## src/irc_pkg.sv

```systemverilog
// Purpose: Shared constants and types for the image region cropper.
// Assumes: One pixel per stream beat, 32-bit register words on AXI4-Lite.
// Notes:   Offsets are byte addresses, each register one aligned word.
package irc_pkg;

  localparam int DIM_W  = 17;
  localparam int PIX_W  = 16;
  localparam int ADDR_W = 8;

  // Register byte offsets.
  localparam logic [ADDR_W-1:0] ADDR_CTRL   = 8'h00;
  localparam logic [ADDR_W-1:0] ADDR_WIDTH  = 8'h04;
  localparam logic [ADDR_W-1:0] ADDR_HEIGHT = 8'h08;
  localparam logic [ADDR_W-1:0] ADDR_HSTART = 8'h0C;
  localparam logic [ADDR_W-1:0] ADDR_VSTART = 8'h10;
  localparam logic [ADDR_W-1:0] ADDR_FWLIM  = 8'h14;
  localparam logic [ADDR_W-1:0] ADDR_FHLIM  = 8'h18;
  localparam logic [ADDR_W-1:0] ADDR_STATUS = 8'h1C;

  // Control and status bit positions.
  localparam int CTRL_RUN_BIT    = 0;
  localparam int CTRL_HMIR_BIT   = 1;
  localparam int CTRL_VMIR_BIT   = 2;
  localparam int CTRL_ZONE_BIT   = 3;
  localparam int STAT_REJECT_BIT = 0;
  localparam int STAT_RUN_BIT    = 1;
  localparam int STAT_BUSY_BIT   = 2;

  // Reset values.
  localparam logic [DIM_W-1:0] WIDTH_RST  = 17'h00400;
  localparam logic [DIM_W-1:0] HEIGHT_RST = 17'h00400;
  localparam logic [DIM_W-1:0] HSTART_RST = 17'h00000;
  localparam logic [DIM_W-1:0] VSTART_RST = 17'h00000;
  localparam logic [DIM_W-1:0] FWLIM_RST  = 17'h00400;
  localparam logic [DIM_W-1:0] FHLIM_RST  = 17'h00400;

  // Limits of the region and frame settings.
  localparam logic [DIM_W:0] MAX_FRAME_W  = 18'h08000;
  localparam logic [DIM_W:0] MAX_FRAME_H  = 18'h10000;
  localparam logic [DIM_W:0] MIRROR_W_MAX = 18'h05550;
  localparam logic [DIM_W:0] W_MIN        = 18'h00030;
  localparam logic [DIM_W:0] H_MIN        = 18'h00002;
  localparam logic [DIM_W:0] HSTART_MAX   = 18'h07FD0;
  localparam logic [DIM_W:0] VSTART_MAX   = 18'h0FFFF;
  localparam logic [3:0]     H_STEP_BITS  = 4'h0;

  localparam logic [1:0] RESP_OKAY   = 2'h0;
  localparam logic [1:0] RESP_SLVERR = 2'h2;

  typedef enum logic {single_zone_layout, two_zone_vertical_layout} irc_zone_t;

  typedef struct packed {
    logic [DIM_W-1:0] width;
    logic [DIM_W-1:0] height;
    logic [DIM_W-1:0] hstart;
    logic [DIM_W-1:0] vstart;
    logic [DIM_W-1:0] fwlim;
    logic [DIM_W-1:0] fhlim;
    logic             hmirror;
    logic             vmirror;
    irc_zone_t        zone_layout;
  } irc_cfg_t;

  typedef struct packed {
    logic [PIX_W-1:0] data;
    logic             eol;
    logic             eof;
  } irc_pix_t;

endpackage : irc_pkg

```

## src/irc_axil_slave.sv

```systemverilog
// Purpose: AXI4-Lite slave front end for the cropper registers.
// Assumes: Register values and error decisions come from the parent.
// Notes:   One write and one read under way at a time.
`timescale 1ns/100ps
module irc_axil_slave (
  input  wire  logic                      aclk,
  input  wire  logic                      aresetn,
  input  wire  logic                      awvalid,
  output logic                            awready,
  input  wire  logic [irc_pkg::ADDR_W-1:0] awaddr,
  input  wire  logic                      wvalid,
  output logic                            wready,
  input  wire  logic [31:0]               wdata,
  input  wire  logic [3:0]                wstrb,
  output logic                            bvalid,
  input  wire  logic                      bready,
  output logic [1:0]                      bresp,
  input  wire  logic                      arvalid,
  output logic                            arready,
  input  wire  logic [irc_pkg::ADDR_W-1:0] araddr,
  output logic                            rvalid,
  input  wire  logic                      rready,
  output logic [31:0]                     rdata,
  output logic [1:0]                      rresp,
  output logic                            wr_en,
  output logic [irc_pkg::ADDR_W-1:0]      wr_addr,
  output logic [31:0]                     wr_data,
  output logic [3:0]                      wr_strb,
  input  wire  logic                      wr_err,
  output logic [irc_pkg::ADDR_W-1:0]      rd_addr,
  input  wire  logic [31:0]               rd_data,
  input  wire  logic                      rd_err
);
  import irc_pkg::*;

  logic aw_have;
  logic w_have;

  // Address and data are caught separately so either may come first.
  assign awready = !aw_have;
  assign wready  = !w_have;
  assign wr_en   = aw_have && w_have && !bvalid;
  assign rd_addr = araddr;
  assign arready = !rvalid;

  // Write address holding register.
  always_ff @(posedge aclk) begin
    if (!aresetn) begin
      aw_have <= 1'b0;
      wr_addr <= '0;
    end else if (awvalid && awready) begin
      aw_have <= 1'b1;
      wr_addr <= awaddr;
    end else if (wr_en) begin
      aw_have <= 1'b0;
    end
  end

  // Write data holding register.
  always_ff @(posedge aclk) begin
    if (!aresetn) begin
      w_have  <= 1'b0;
      wr_data <= '0;
      wr_strb <= '0;
    end else if (wvalid && wready) begin
      w_have  <= 1'b1;
      wr_data <= wdata;
      wr_strb <= wstrb;
    end else if (wr_en) begin
      w_have <= 1'b0;
    end
  end

  // Write response, which carries a refused write back to software.
  always_ff @(posedge aclk) begin
    if (!aresetn) begin
      bvalid <= 1'b0;
      bresp  <= RESP_OKAY;
    end else if (wr_en) begin
      bvalid <= 1'b1;
      bresp  <= wr_err ? RESP_SLVERR : RESP_OKAY;
    end else if (bready) begin
      bvalid <= 1'b0;
    end
  end

  // Read data is registered on the same edge that takes the address.
  always_ff @(posedge aclk) begin
    if (!aresetn) begin
      rvalid <= 1'b0;
      rdata  <= '0;
      rresp  <= RESP_OKAY;
    end else if (arvalid && arready) begin
      rvalid <= 1'b1;
      rdata  <= rd_err ? 32'h0000_0000 : rd_data;
      rresp  <= rd_err ? RESP_SLVERR : RESP_OKAY;
    end else if (rready) begin
      rvalid <= 1'b0;
    end
  end

endmodule : irc_axil_slave

```

## src/irc_limit_check.sv

```systemverilog
// Purpose: Checks a candidate region configuration against every limit.
// Assumes: Purely combinational; the parent decides what to do with it.
// Notes:   Memory size for the vertical mirror double buffer is a parameter.
`timescale 1ns/100ps
module irc_limit_check #(
  parameter logic [35:0] MEM_PIXELS = 36'h0_1000_0000
) (
  input  wire  irc_pkg::irc_cfg_t cand,
  output logic                    ok
);
  import irc_pkg::*;

  logic [DIM_W:0]  w, h, hs, vs, fw, fh;
  logic [DIM_W:0]  xsum, ysum, xlim, ylim, wmax, fw_eff;
  logic [35:0]     mem_need;
  logic            fields_ok, sums_ok, mem_ok;

  // Widen everything by one bit so sums cannot wrap.
  assign w  = {1'b0, cand.width};
  assign h  = {1'b0, cand.height};
  assign hs = {1'b0, cand.hstart};
  assign vs = {1'b0, cand.vstart};
  assign fw = {1'b0, cand.fwlim};
  assign fh = {1'b0, cand.fhlim};
  assign xsum = hs + w;
  assign ysum = vs + h;

  // The line store holds shorter lines only when mirroring horizontally.
  assign wmax = cand.hmirror ? MIRROR_W_MAX : MAX_FRAME_W;
  // Without horizontal mirroring the width limit setting is not used.
  assign xlim = cand.hmirror ? fw : MAX_FRAME_W;
  // Height limit is used only for vertical mirroring or two zones.
  assign ylim = (cand.vmirror || cand.zone_layout == two_zone_vertical_layout)
              ? fh : MAX_FRAME_H;

  // Ranges and step sizes of each setting.
  assign fields_ok = (w >= W_MIN) && (w <= wmax) && (w[3:0] == H_STEP_BITS)
                  && (hs <= HSTART_MAX) && (hs[3:0] == H_STEP_BITS)
                  && (h >= H_MIN) && (h <= MAX_FRAME_H)
                  && (vs <= VSTART_MAX)
                  && (fw >= W_MIN) && (fw <= MAX_FRAME_W) && (fw[3:0] == H_STEP_BITS)
                  && (fh >= H_MIN) && (fh <= MAX_FRAME_H);

  assign sums_ok = (xsum <= xlim) && (ysum <= ylim);

  // A vertically mirrored frame must fit twice into external memory.
  assign fw_eff   = cand.hmirror ? fw : xsum;
  assign mem_need = ({18'h00000, fw_eff} * {18'h00000, fh}) << 1;
  assign mem_ok   = !cand.vmirror || (mem_need <= MEM_PIXELS);

  assign ok = fields_ok && sums_ok && mem_ok;

endmodule : irc_limit_check

```

## src/irc_cropper.sv

```systemverilog
// Purpose: Cuts a configurable region out of each camera frame on its way
//          to the host DMA path, with AXI4-Lite configuration registers.
// Assumes: One pixel per beat; eol marks a line's last pixel, eof a frame's.
// Notes:   Rules follow.
// Behaviour
// - Single zone, no vertical mirror: limit ignored.
// - Large enough frames yield exactly the region.
// - Small frames padded to region size.
// - Out-of-limit start or size writes refused, reported.
// - Width, horizontal start in steps of 16.
// - Region settings change only while acquisition stopped.
// - Region size sets and reports output frame size.
// - Horizontal start plus width at most 32768.
// - Vertical start plus height at most 65536.
// - Horizontal mirror: bounded by frame width limit.
// - Vertical mirror: bounded by frame height limit.
// - Vertical mirror: frame must fit external memory.
// - Horizontal mirror caps width at 21840.
// - Width 48 to 32768, step 16, reset 1024.
// - Height and height limit 2..65536, reset 1024.
// - Horizontal start 0 to 32720 step 16.
// - Vertical start 0 to 65535, reset 0.
// - No horizontal mirror: width limit ignored.
//
// Design decisions made here: register access over AXI4-Lite and the placing of the registers.
`timescale 1ns/100ps
module irc_cropper #(
  parameter logic [35:0] MEM_PIXELS = 36'h0_1000_0000
) (
  input  wire  logic                        aclk,
  input  wire  logic                        aresetn,
  input  wire  logic                        s_axi_awvalid,
  output logic                              s_axi_awready,
  input  wire  logic [irc_pkg::ADDR_W-1:0]   s_axi_awaddr,
  input  wire  logic                        s_axi_wvalid,
  output logic                              s_axi_wready,
  input  wire  logic [31:0]                 s_axi_wdata,
  input  wire  logic [3:0]                  s_axi_wstrb,
  output logic                              s_axi_bvalid,
  input  wire  logic                        s_axi_bready,
  output logic [1:0]                        s_axi_bresp,
  input  wire  logic                        s_axi_arvalid,
  output logic                              s_axi_arready,
  input  wire  logic [irc_pkg::ADDR_W-1:0]   s_axi_araddr,
  output logic                              s_axi_rvalid,
  input  wire  logic                        s_axi_rready,
  output logic [31:0]                       s_axi_rdata,
  output logic [1:0]                        s_axi_rresp,
  input  wire  logic                        s_valid,
  output logic                              s_ready,
  input  wire  irc_pkg::irc_pix_t           s_pix,
  output logic                              m_valid,
  input  wire  logic                        m_ready,
  output irc_pkg::irc_pix_t                 m_pix,
  output logic [irc_pkg::DIM_W-1:0]         frame_width,
  output logic [irc_pkg::DIM_W-1:0]         frame_height
);
  import irc_pkg::*;

  typedef enum logic [1:0] {ST_PASS, ST_PAD_LINE, ST_PAD_FRAME, ST_DROP} irc_state_t;

  irc_cfg_t         cfg;
  irc_cfg_t         cand;
  logic             run;
  logic             reject;
  logic             busy;
  logic             locked;
  logic             wr_en;
  logic [ADDR_W-1:0] wr_addr;
  logic [31:0]      wr_data;
  logic [3:0]       wr_strb;
  logic             wr_err;
  logic [ADDR_W-1:0] rd_addr;
  logic [31:0]      rd_data;
  logic             rd_err;
  logic [31:0]      cur_word;
  logic [31:0]      merged;
  logic [31:0]      strb_mask;
  logic             cand_ok;
  logic             is_region;
  logic             is_ctrl;
  logic             is_status;
  logic             fits;

  irc_state_t       st;
  logic [DIM_W-1:0] in_x;
  logic [DIM_W-1:0] in_y;
  logic [DIM_W-1:0] out_x;
  logic [DIM_W-1:0] out_y;
  logic             line_done;
  logic             fresh;
  logic             adv;
  logic             take;
  logic             row_ok;
  logic             col_ok;
  logic             emit_pix;
  logic             pad_emit;
  logic             emit;
  logic             last_x;
  logic             last_y;
  logic             out_eof;
  logic             restart;
  logic             pad_need;

  // Bus slave front end.
  irc_axil_slave u_slave (
    .aclk    (aclk),
    .aresetn (aresetn),
    .awvalid (s_axi_awvalid),
    .awready (s_axi_awready),
    .awaddr  (s_axi_awaddr),
    .wvalid  (s_axi_wvalid),
    .wready  (s_axi_wready),
    .wdata   (s_axi_wdata),
    .wstrb   (s_axi_wstrb),
    .bvalid  (s_axi_bvalid),
    .bready  (s_axi_bready),
    .bresp   (s_axi_bresp),
    .arvalid (s_axi_arvalid),
    .arready (s_axi_arready),
    .araddr  (s_axi_araddr),
    .rvalid  (s_axi_rvalid),
    .rready  (s_axi_rready),
    .rdata   (s_axi_rdata),
    .rresp   (s_axi_rresp),
    .wr_en   (wr_en),
    .wr_addr (wr_addr),
    .wr_data (wr_data),
    .wr_strb (wr_strb),
    .wr_err  (wr_err),
    .rd_addr (rd_addr),
    .rd_data (rd_data),
    .rd_err  (rd_err)
  );

  // Limit checker sees the configuration as it would be after the write.
  irc_limit_check #(
    .MEM_PIXELS (MEM_PIXELS)
  ) u_check (
    .cand (cand),
    .ok   (cand_ok)
  );

  // Register image of one address; unmapped addresses read as zero.
  function automatic logic [31:0] reg_word(input logic [ADDR_W-1:0] a);
    logic [31:0] v;
    v = 32'h0000_0000;
    case (a)
      ADDR_CTRL: begin
        v[CTRL_RUN_BIT]  = run;
        v[CTRL_HMIR_BIT] = cfg.hmirror;
        v[CTRL_VMIR_BIT] = cfg.vmirror;
        v[CTRL_ZONE_BIT] = (cfg.zone_layout == two_zone_vertical_layout);
      end
      ADDR_WIDTH:  v[DIM_W-1:0] = cfg.width;
      ADDR_HEIGHT: v[DIM_W-1:0] = cfg.height;
      ADDR_HSTART: v[DIM_W-1:0] = cfg.hstart;
      ADDR_VSTART: v[DIM_W-1:0] = cfg.vstart;
      ADDR_FWLIM:  v[DIM_W-1:0] = cfg.fwlim;
      ADDR_FHLIM:  v[DIM_W-1:0] = cfg.fhlim;
      ADDR_STATUS: begin
        v[STAT_REJECT_BIT] = reject;
        v[STAT_RUN_BIT]    = run;
        v[STAT_BUSY_BIT]   = busy;
      end
      default: v = 32'h0000_0000;
    endcase
    return v;
  endfunction : reg_word

  // Address decode shared by reads and writes.
  function automatic logic mapped(input logic [ADDR_W-1:0] a);
    return (a <= ADDR_STATUS) && (a[1:0] == 2'h0);
  endfunction : mapped

  // Reads inside the function need a process to follow them.
  always_comb begin
    rd_data  = reg_word(rd_addr);
    cur_word = reg_word(wr_addr);
  end
  assign rd_err  = !mapped(rd_addr);

  // Byte lanes merge the write into the current word.
  assign strb_mask = {{8{wr_strb[3]}}, {8{wr_strb[2]}}, {8{wr_strb[1]}}, {8{wr_strb[0]}}};
  assign merged    = (cur_word & ~strb_mask) | (wr_data & strb_mask);
  assign is_ctrl   = (wr_addr == ADDR_CTRL);
  assign is_status = (wr_addr == ADDR_STATUS);
  assign is_region = mapped(wr_addr) && !is_ctrl && !is_status;
  assign fits      = (merged[31:DIM_W] == '0);

  // Region settings are frozen while running or while a frame is in flight.
  assign locked = run || busy;

  // Candidate configuration with the written field replaced.
  always_comb begin
    cand = cfg;
    case (wr_addr)
      ADDR_CTRL: begin
        cand.hmirror     = merged[CTRL_HMIR_BIT];
        cand.vmirror     = merged[CTRL_VMIR_BIT];
        cand.zone_layout = merged[CTRL_ZONE_BIT] ? two_zone_vertical_layout
                                                 : single_zone_layout;
      end
      ADDR_WIDTH:  cand.width  = merged[DIM_W-1:0];
      ADDR_HEIGHT: cand.height = merged[DIM_W-1:0];
      ADDR_HSTART: cand.hstart = merged[DIM_W-1:0];
      ADDR_VSTART: cand.vstart = merged[DIM_W-1:0];
      ADDR_FWLIM:  cand.fwlim  = merged[DIM_W-1:0];
      ADDR_FHLIM:  cand.fhlim  = merged[DIM_W-1:0];
      default:     cand = cfg;
    endcase
  end

  // A refused write leaves every register but the reject flag untouched and answers SLVERR.
  // Mode bits written while locked are ignored so that run can still stop.
  assign wr_err = !mapped(wr_addr)
               || (is_region && (locked || !fits || !cand_ok))
               || (is_ctrl && !locked && !cand_ok);

  // Region and mode settings.
  always_ff @(posedge aclk) begin
    if (!aresetn) begin
      cfg.width       <= WIDTH_RST;
      cfg.height      <= HEIGHT_RST;
      cfg.hstart      <= HSTART_RST;
      cfg.vstart      <= VSTART_RST;
      cfg.fwlim       <= FWLIM_RST;
      cfg.fhlim       <= FHLIM_RST;
      cfg.hmirror     <= 1'b0;
      cfg.vmirror     <= 1'b0;
      cfg.zone_layout <= single_zone_layout;
    end else if (wr_en && !wr_err && !locked && (is_region || is_ctrl)) begin
      cfg <= cand;
    end
  end

  // Acquisition run bit.
  always_ff @(posedge aclk) begin
    if (!aresetn) begin
      run <= 1'b0;
    end else if (wr_en && !wr_err && is_ctrl) begin
      run <= merged[CTRL_RUN_BIT];
    end
  end

  // Sticky refusal flag; a new refusal wins over a clear in the same write.
  always_ff @(posedge aclk) begin
    if (!aresetn) begin
      reject <= 1'b0;
    end else if (wr_en && wr_err) begin
      reject <= 1'b1;
    end else if (wr_en && is_status && merged[STAT_REJECT_BIT]) begin
      reject <= 1'b0;
    end
  end

  // The region size is the DMA frame size reported to the host.
  assign frame_width  = cfg.width;
  assign frame_height = cfg.height;

  // Stream bookkeeping.
  assign adv      = !m_valid || m_ready;
  assign take     = s_valid && s_ready;
  assign row_ok   = (in_y >= cfg.vstart);
  assign col_ok   = (in_x >= cfg.hstart) && !line_done;
  assign emit_pix = take && (st == ST_PASS) && row_ok && col_ok;
  assign pad_emit = ((st == ST_PAD_LINE) || (st == ST_PAD_FRAME)) && adv;
  assign emit     = emit_pix || pad_emit;
  assign last_x   = (out_x == cfg.width - 1'b1);
  assign last_y   = (out_y == cfg.height - 1'b1);
  assign out_eof  = emit && last_x && last_y;
  assign pad_need = row_ok && !line_done && !(emit_pix && last_x);
  assign busy     = !((st == ST_PASS) && fresh) || m_valid;

  // New frames wait for run; a frame already started is always finished.
  assign s_ready = adv && (((st == ST_PASS) && (run || !fresh)) || (st == ST_DROP));

  assign restart = ((st == ST_PASS) && take && s_pix.eof && out_eof)
                || ((st == ST_PAD_FRAME) && out_eof)
                || ((st == ST_DROP) && take && s_pix.eof);

  // Crop sequencer.
  always_ff @(posedge aclk) begin
    if (!aresetn) begin
      st <= ST_PASS;
    end else begin
      case (st)
        ST_PASS: begin
          if (take && s_pix.eof) begin
            st <= out_eof ? ST_PASS : ST_PAD_FRAME;
          end else if (out_eof) begin
            st <= ST_DROP;
          end else if (take && s_pix.eol && pad_need) begin
            st <= ST_PAD_LINE;
          end
        end
        ST_PAD_LINE: begin
          if (pad_emit && last_x) begin
            st <= last_y ? ST_DROP : ST_PASS;
          end
        end
        ST_PAD_FRAME: begin
          if (out_eof) begin
            st <= ST_PASS;
          end
        end
        ST_DROP: begin
          if (take && s_pix.eof) begin
            st <= ST_PASS;
          end
        end
        default: st <= ST_PASS;
      endcase
    end
  end

  // Input position; counter widths cover the largest legal camera frame.
  always_ff @(posedge aclk) begin
    if (!aresetn || restart) begin
      in_x <= '0;
      in_y <= '0;
    end else if (take && s_pix.eol) begin
      in_x <= '0;
      in_y <= in_y + 1'b1;
    end else if (take) begin
      in_x <= in_x + 1'b1;
    end
  end

  // Marks that the region line has closed within the current input line.
  always_ff @(posedge aclk) begin
    if (!aresetn || restart) begin
      line_done <= 1'b0;
    end else if (take && s_pix.eol) begin
      line_done <= 1'b0;
    end else if (emit_pix && last_x) begin
      line_done <= 1'b1;
    end
  end

  // Frame boundary flag, the only point where settings may change.
  always_ff @(posedge aclk) begin
    if (!aresetn || restart) begin
      fresh <= 1'b1;
    end else if (take) begin
      fresh <= 1'b0;
    end
  end

  // Output position within the region.
  always_ff @(posedge aclk) begin
    if (!aresetn || restart) begin
      out_x <= '0;
      out_y <= '0;
    end else if (emit && last_x) begin
      out_x <= '0;
      out_y <= out_y + 1'b1;
    end else if (emit) begin
      out_x <= out_x + 1'b1;
    end
  end

  // Output register; padded pixels carry zero as their undefined content.
  always_ff @(posedge aclk) begin
    if (!aresetn) begin
      m_valid <= 1'b0;
      m_pix   <= '0;
    end else if (adv) begin
      m_valid <= emit;
      if (emit) begin
        m_pix.data <= emit_pix ? s_pix.data : '0;
        m_pix.eol  <= last_x;
        m_pix.eof  <= last_x && last_y;
      end
    end
  end

endmodule : irc_cropper

```

## config.mk

```make
export PLATFORM = sky130hd
export DESIGN_NAME = irc_cropper
export DESIGN_NICKNAME = d
export VERILOG_FILES = /design/src/irc_pkg.sv /design/src/irc_axil_slave.sv /design/src/irc_limit_check.sv /design/src/irc_cropper.sv
export SDC_FILE = /design/constraint.sdc
export NUM_CORES = 2
export LEC_CHECK = 0
export ABC_AREA = 1
export BUFFER_PORTS_ARGS = -buffer_cell sky130_fd_sc_hd__buf_4
export CAP_MARGIN = 40
export CORE_ASPECT_RATIO = 0.8
export CORE_MARGIN = 2
export CORE_UTILIZATION = 64
export DETAILED_ROUTE_END_ITERATION = 10
export GPL_ROUTABILITY_DRIVEN = 0
export PLACE_DENSITY_LB_ADDON = 0.08
export REMOVE_ABC_BUFFERS = 1
export SLEW_MARGIN = 15
export SYNTH_ARGS = -nofsm -noshare
export SYNTH_HDL_FRONTEND = slang
export SYNTH_SLANG_ARGS = --single-unit
export TNS_END_PERCENT = 20
```

## constraint.sdc

```tcl
create_clock -name aclk -period 11.8 [get_ports aclk]
set_input_delay 0.59 -clock aclk [delete_from_list [all_inputs] [get_ports aclk]]
set_output_delay 0.59 -clock aclk [all_outputs]
set_load 0.03 [all_outputs]
```

After elaboration in Yosys (flattened, before gate mapping)
Cells that the tools add are included.
{ "word_totals": {"reg_bits": 282, "inputBits": 79, "out_inout_bits": 95, "wordCells": 236} }
{ "op_classes": {"addsub": 8, "multipliers": 1, "order_cmp": 17, "eq_ne": 23, "n_mux": 40, "bitwise_logic": 4, "reduce_logical": 111} }
{ "ops": {"columns": ["op", "count"], "rows": [
  ["one-hot mux 13 bit (6 select lines)", 2],
  ["2-to-1 mux 17 bit", 9],
  ["adder 17 x 1 -> 17 bit (second input constant)", 4],
  ["equality test 8 x 5 -> 1 bit (second input constant)", 8],
  ["logical AND 1 bit", 58],
  ["one-hot mux 3 bit (8 select lines)", 2],
  ["adder 17 x 17 -> 18 bit", 2],
  ["less-or-equal comparator 18 bit", 2],
  ["less-or-equal comparator 36 x 29 -> 1 bit (second input constant)", 1],
  ["multiplier 18 x 17 -> 35 bit", 1],
  ["equality test 17 bit", 2],
  [">= comparator 17 bit", 2],
  [">= comparator 17 x 2 -> 1 bit (second input constant)", 2],
  [">= comparator 17 x 6 -> 1 bit (second input constant)", 2],
  ["less-or-equal comparator 17 x 16 -> 1 bit (second input constant)", 2],
  ["less-or-equal comparator 17 bit (second input constant)", 2],
  ["subtractor 17 x 1 -> 17 bit (second input constant)", 2],
  ["bitwise AND 17 x 32 -> 32 bit", 1],
  ["bitwise AND 32 bit", 1],
  ["equality test 8 x 4 -> 1 bit (second input constant)", 4],
  ["2-to-1 mux 16 bit", 2],
  ["NOT 32 bit", 1],
  ["bitwise OR 32 bit", 1],
  ["2-to-1 mux 2 bit", 10],
  ["24 further kinds", 81]
]} }

Depth between registers and ports, before layout
{ "depth": {"ltp_word": 34, "depth_mapped": 66, "depth_no_buf": 62} }

Modules after synthesis
A second synthesis with hierarchy kept.
{ "hier_totals": {"cells_unflattened": 4606, "hier_area_um2": 30829.6} }
{ "by_module_without_submodules": {"columns": ["module", "n_inst", "cells_each", "area_each_um2"], "rows": [
  ["irc_limit_check", 1, 1965, 13947.1],
  ["irc_cropper", 1, 2169, 13579.3],
  ["irc_axil_slave", 1, 472, 3303.2]
]} }

Worst setup path before layout
OpenSTA, ideal clock, no wires.
{ "synth_timing": {"path_kind": "register -> register", "startpoint": "register u_slave.wr_addr[4] (netlist bit)", "endpoint": "register cfg[38] (netlist bit)", "t_arrival_ns": 9.362, "required_ns": 11.686, "slack_ns": 2.324, "stages_incl_launch_ff": 62, "period_less_slack_ns": 9.476, "cell_sequence": "dfxtp_1 > nor2_1 > nand2_2 > inv_2 > buf_4 > buf_6 > nand3_1 > nand2_1 > nor2_1 > nand3_1 > nand2_1 > nand2_1 > nand2_1 > inv_1 > ha_1 > fa_1 > nand3_1 > nand2_1 > (+26 left out) > inv_1 > nor2_1 > nand3_1 > nand3_1 > xor2_1 > nand2_1 > nor2_1 > nand2_1 > nor2_1 > nand4_1 > nand3_1 > nand3_1 > nand2_1 > nand4_2 > buf_4 > buf_2 > o21bai_1 > nor2_1"} }
{ "synth_rtl": {"columns": ["element", "line", "rtl"], "rows": [
  ["start: declaration", "irc_axil_slave.sv:26", "output logic [irc_pkg::ADDR_W-1:0] wr_addr,"],
  ["start signal: assignment", "irc_axil_slave.sv:53", "wr_addr <= awaddr;"],
  ["end signal: assignment", "irc_cropper.sv:233", "cfg <= cand;"],
  ["end: declaration", "irc_cropper.sv:62", "irc_cfg_t cfg;"]
]} }

==> impl_results.html <==
<table>
<tr><th>Metric</th><th>Value</th></tr>
<tr><th colspan="2">Outcome</th></tr>
<tr><td>Outcome</td><td>finished clean</td></tr>
<tr><th colspan="2">CTS</th></tr>
<tr><td>Inserted Clock Buffers</td><td>26</td></tr>
<tr><td>Worst-path clk slew</td><td>0.07 ns</td></tr>
<tr><td>Cell at the root of the clock tree</td><td>sky130_fd_sc_hd__clkbuf_16</td></tr>
<tr><td>Number of H-tree levels</td><td>1</td></tr>
<tr><td>CTS sink cnt</td><td>approximately 270</td></tr>
<tr><td>TritonCTS clock tree</td><td>yes</td></tr>
<tr><td>Number of hold-repair buffers added at the cts stage</td><td>0</td></tr>
<tr><td>Insertion delay of the later-clocked pin in the worst-skew pair</td><td>0.57 ns</td></tr>
<tr><td>Largest buffer count on any clock path</td><td>3</td></tr>
<tr><th colspan="2">Pwr</th></tr>
<tr><td>Leakage</td><td>15.4 nW</td></tr>
<tr><td>Max VDD drop</td><td>0.000113 V</td></tr>
<tr><td>Pwr dens</td><td>~77 nW/µm²</td></tr>
<tr><th colspan="2">Cells and area</th></tr>
<tr><td>Commonest non-fill, non-tap cell in the layout</td><td>sky130_fd_sc_hd__nand2_1</td></tr>
<tr><td>Fraction of final layout cells with drive strength greater than 1</td><td>9.21%</td></tr>
<tr><td>FILL cells</td><td>4085</td></tr>
<tr><td>Commonest non-fill, non-tap cells in the layout</td><td>1139 x sky130_fd_sc_hd__nand2_1, 616 x sky130_fd_sc_hd__inv_1, 576 x sky130_fd_sc_hd__nor2_1</td></tr>
<tr><td>Area delta synth-&gt;final</td><td>8.58%</td></tr>
<tr><td>Final Instance Count excl. Fillers</td><td>5097</td></tr>
<tr><td>Area of combinational cells with multiple inputs</td><td>20900 µm²</td></tr>
<tr><td>Register cell area after layout</td><td>between 5000 and 6000 µm²</td></tr>
<tr><td>Number of nets in the final layout</td><td>around 5000</td></tr>
<tr><td>Utilization after layout</td><td>70.4%</td></tr>
<tr><td>Antenna diode count</td><td>0</td></tr>
<tr><th colspan="2">Floorplan</th></tr>
<tr><td>Area of the core</td><td>45700 µm²</td></tr>
<tr><td>Starting density of the core</td><td>between 60% and 70%</td></tr>
<tr><td>DIE AREA</td><td>about 48000 µm²</td></tr>
<tr><td>Boundary pin count</td><td>approximately 170</td></tr>
<tr><td>Horiz. Die Dim</td><td>245 µm</td></tr>
<tr><td>Die extent in y</td><td>197 µm</td></tr>
<tr><td>Number of placement rows</td><td>70</td></tr>
<tr><th colspan="2">Synth</th></tr>
<tr><td>Fraction of the mapped netlist area in adder cells</td><td>25.9%</td></tr>
<tr><td>Post-synthesis share of cell area spent on xor and xnor gates</td><td>3.81%</td></tr>
<tr><td>Largest family of logic cells by synthesized area</td><td>simple AND/OR/NAND/NOR gates</td></tr>
<tr><td>Fraction of the mapped netlist area in simple logic gates</td><td>30.1%</td></tr>
<tr><td>Post-Synthesis Cells</td><td>4391</td></tr>
<tr><td>Synthesis warning total</td><td>0</td></tr>
<tr><td>Number of synthesized flops with an enable pin</td><td>0</td></tr>
<tr><td>Number of register bits inferred by synthesis</td><td>265</td></tr>
<tr><td>Cell variety after synth</td><td>58</td></tr>
<tr><td>Dominant synthesized flop cell</td><td>sky130_fd_sc_hd__dfxtp_1</td></tr>
<tr><td>Sequential element share of the synthesized area</td><td>around 18%</td></tr>
<tr><td>Proportion of synthesized area in mux cells</td><td>0%</td></tr>
<tr><td>Average cell area after synthesis</td><td>6.75 µm²</td></tr>
<tr><td>Fraction of registers with async set or reset after synthesis</td><td>0%</td></tr>
<tr><td>Post-Syn Area</td><td>29700 µm²</td></tr>
<tr><td>Compound-cell area share of the yosys netlist</td><td>10.2%</td></tr>
<tr><th colspan="2">Critical path</th></tr>
<tr><td>Source of the critical timing path</td><td>u_slave.wr_addr[1]</td></tr>
<tr><td>Type of the worst setup path</td><td>flop to flop</td></tr>
<tr><td>Critical path startpoint category</td><td>flop</td></tr>
<tr><td>Data required time at the worst endpoint</td><td>12.31 ns</td></tr>
<tr><td>Crit path buf inv count</td><td>8</td></tr>
<tr><td>Worst reg2reg path startpoint</td><td>u_slave.wr_addr[1]</td></tr>
<tr><td>Maximum fanout along the worst path</td><td>34</td></tr>
<tr><td>Cell family contributing the most delay on the critical path</td><td>simple AND/OR/NAND/NOR gates</td></tr>
<tr><td>Slowest-stage cell, CP</td><td>sky130_fd_sc_hd__nor4_1</td></tr>
<tr><td>Worst path max stage delay</td><td>between 0.6 and 0.7 ns</td></tr>
<tr><td>Arrival time at the worst endpoint</td><td>11.74 ns</td></tr>
<tr><td>Most used cell along the critical path</td><td>sky130_fd_sc_hd__nand2_1</td></tr>
<tr><td>CP endpoint kind</td><td>flop</td></tr>
<tr><th colspan="2">Routing</th></tr>
<tr><td>Violation count after the first detailed-route iteration</td><td>4683</td></tr>
<tr><td>Residual DRC count</td><td>0</td></tr>
<tr><td>Ratio of routed vias to standard cells</td><td>5.93</td></tr>
<tr><td>DR WL/cell</td><td>19.7 µm</td></tr>
<tr><td>First-pass detailed-route iteration total</td><td>9</td></tr>
<tr><td>Antenna Nets Post-Route</td><td>0</td></tr>
<tr><td>Vias</td><td>~30000</td></tr>
<tr><td>Post-detailed-routing wire length</td><td>around 100000 µm</td></tr>
<tr><th colspan="2">Placement</th></tr>
<tr><td>Cells after DPL</td><td>5035</td></tr>
<tr><td>Half-perimeter wire length of the detailed placement result</td><td>77400 µm</td></tr>
<tr><td>Number of buffers inserted by port buffering</td><td>about 160</td></tr>
<tr><td>Pre-CTS setup slack</td><td>0.565 ns</td></tr>
<tr><th colspan="2">Timing</th></tr>
<tr><td>F_max</td><td>89.0 MHz</td></tr>
<tr><td>Worst hold slack across all endpoints</td><td>~0.24 ns</td></tr>
<tr><td>Final Hold Viols</td><td>0</td></tr>
<tr><td>Max-slew violations</td><td>0</td></tr>
<tr><td>Rel. slew slack</td><td>35.7%</td></tr>
<tr><td>Sum of negative setup slack</td><td>0 ns</td></tr>
<tr><td>Slew at the pin with the worst max-slew slack</td><td>approximately 0.95 ns</td></tr>
<tr><td>Final setup viols</td><td>0</td></tr>
<tr><td>Slack of the critical path</td><td>0.563 ns</td></tr>
<tr><td>Fraction of the cycle the final worst path needs</td><td>95.2%</td></tr>
<tr><td>Final worst clock skew</td><td>0.0175 ns</td></tr>
<tr><td>RSZ-0062 raised after global routing</td><td>no</td></tr>
<tr><td>Shortest clock period the worst path allows after layout</td><td>11.24 ns</td></tr>
<tr><th colspan="2">Hold path</th></tr>
<tr><td>Beginning of the worst hold path</td><td>s_axi_wdata[30]</td></tr>
<tr><td>Kind of path behind the tightest hold check</td><td>input pin to flop</td></tr>
<tr><th colspan="2">Global route</th></tr>
<tr><td>Global-route wire length before repair</td><td>151000 µm</td></tr>
<tr><td>Remaining global-route overflow</td><td>0</td></tr>
<tr><td>Number of global-route vias before repair</td><td>27200</td></tr>
<tr><td>Gr usage total</td><td>a little over 40%</td></tr>
<tr><td>Largest net degree at the start of global routing</td><td>139</td></tr>
<tr><td>Initial antenna violation count</td><td>1</td></tr>
<tr><th colspan="2">Run</th></tr>
<tr><td>Max-capacitance violation count</td><td>0</td></tr>
</table>
-- metrics by stage --
stage,power (W),cell area (µm²)
6_report,0.00247,32200
5_1_grt,0.00255,32200
4_1_cts,0.00243,31900
3_5_place_dp,0.00151,31000
3_3_place_gp,0.00150,31000
2_1_floorplan,0.00131,28600
-- what timing repair did --
action	in CTS	in global routing
gates resized for setup	0	30
setup endpoints to repair	0	108
buffers inserted	0	7
endpoints found under the hold margin	0	0
-- final cells by class --
class	instances	area share (%)
inverters	659	7.71
repair buffers	224	5.57
flip-flops and latches	265	16.5
well taps	612	2.38
multi-input cells	3289	65.0
clock inverters	15	0.618
clock buffers	33	2.29
-- metal layers --
metal  wire, µm  track usage [%]
met5          9                0
met4       3510             11.0
met2      38500             55.2
met1      41100             59.3
met3      17100             14.2
-- Yosys cell counts, drive strengths merged (14+ instances only) --
| cell type | n | area share, % |
|---|---|---|
| nand2 | 1159 | 15 |
| inv | 654 | 8.3 |
| nor2 | 591 | 7.7 |
| dfxtp | 265 | 18 |
| nand3 | 248 | 4.3 |
| fa | 241 | 16 |
| ha | 228 | 9.6 |
| a21oi | 190 | 3.2 |
| o21ai | 163 | 3.0 |
| buf | 111 | 2.7 |
| xor2 | 94 | 2.8 |
| clkbuf | 84 | 1.1 |
| o21bai | 51 | 1.3 |
| nor3 | 49 | 0.86 |
| o22ai | 42 | 0.89 |
| nand4 | 38 | 0.87 |
| xnor2 | 35 | 1.0 |
| or2 | 33 | 0.70 |
| nor4 | 17 | 0.38 |
| o31ai | 14 | 0.35 |
-- worst paths after layout --
path | to | slack, ns | depth (start not counted)
setup / recovery | cfg[8] | 0.56 | 50
hold / removal | u_slave.wr_data[30] | 0.24 | 3
hold reg to reg | m_pix[13] | 0.46 | 2
setup reg to reg | cfg[8] | 0.56 | 50
-- cell families after synthesis --
kind of cell             count (synthesis)
AND/OR/NAND/NOR                       2158
buffers and inverters                  854
AO/OA/AOI/OAI                          515
adder cells (fa/ha/maj)                469
flip-flops                             265
XOR/XNOR                               129
other                                    1
-- tightest hold or removal path: stages --
cell                     delay [ns]
sky130_fd_sc_hd__buf_4         0.08
sky130_fd_sc_hd__nor2_1        0.03
sky130_fd_sc_hd__nor2_1        0.08
-- power breakdown --
part	switching (W)	internal [W]	leakage (nW)
sequential	0.0000220	0.000919	2.15
clock	0.000408	0.000535	0.458
combinational	0.000406	0.000175	12.8
total	0.000837	0.00163	15.4
-- registers in the layout, indices dropped and copies added (netlist names), 2 cells and up --
register	flops
cfg	71
u_slave.wr_data	32
m_pix	18
frame_height	17
frame_width	17
in_x	17
in_y	17
out_x	17
out_y	17
u_slave.rdata	17
u_slave.wr_addr	8
u_slave.wr_strb	4
st	2
Power figures use the tool's default switching activity.
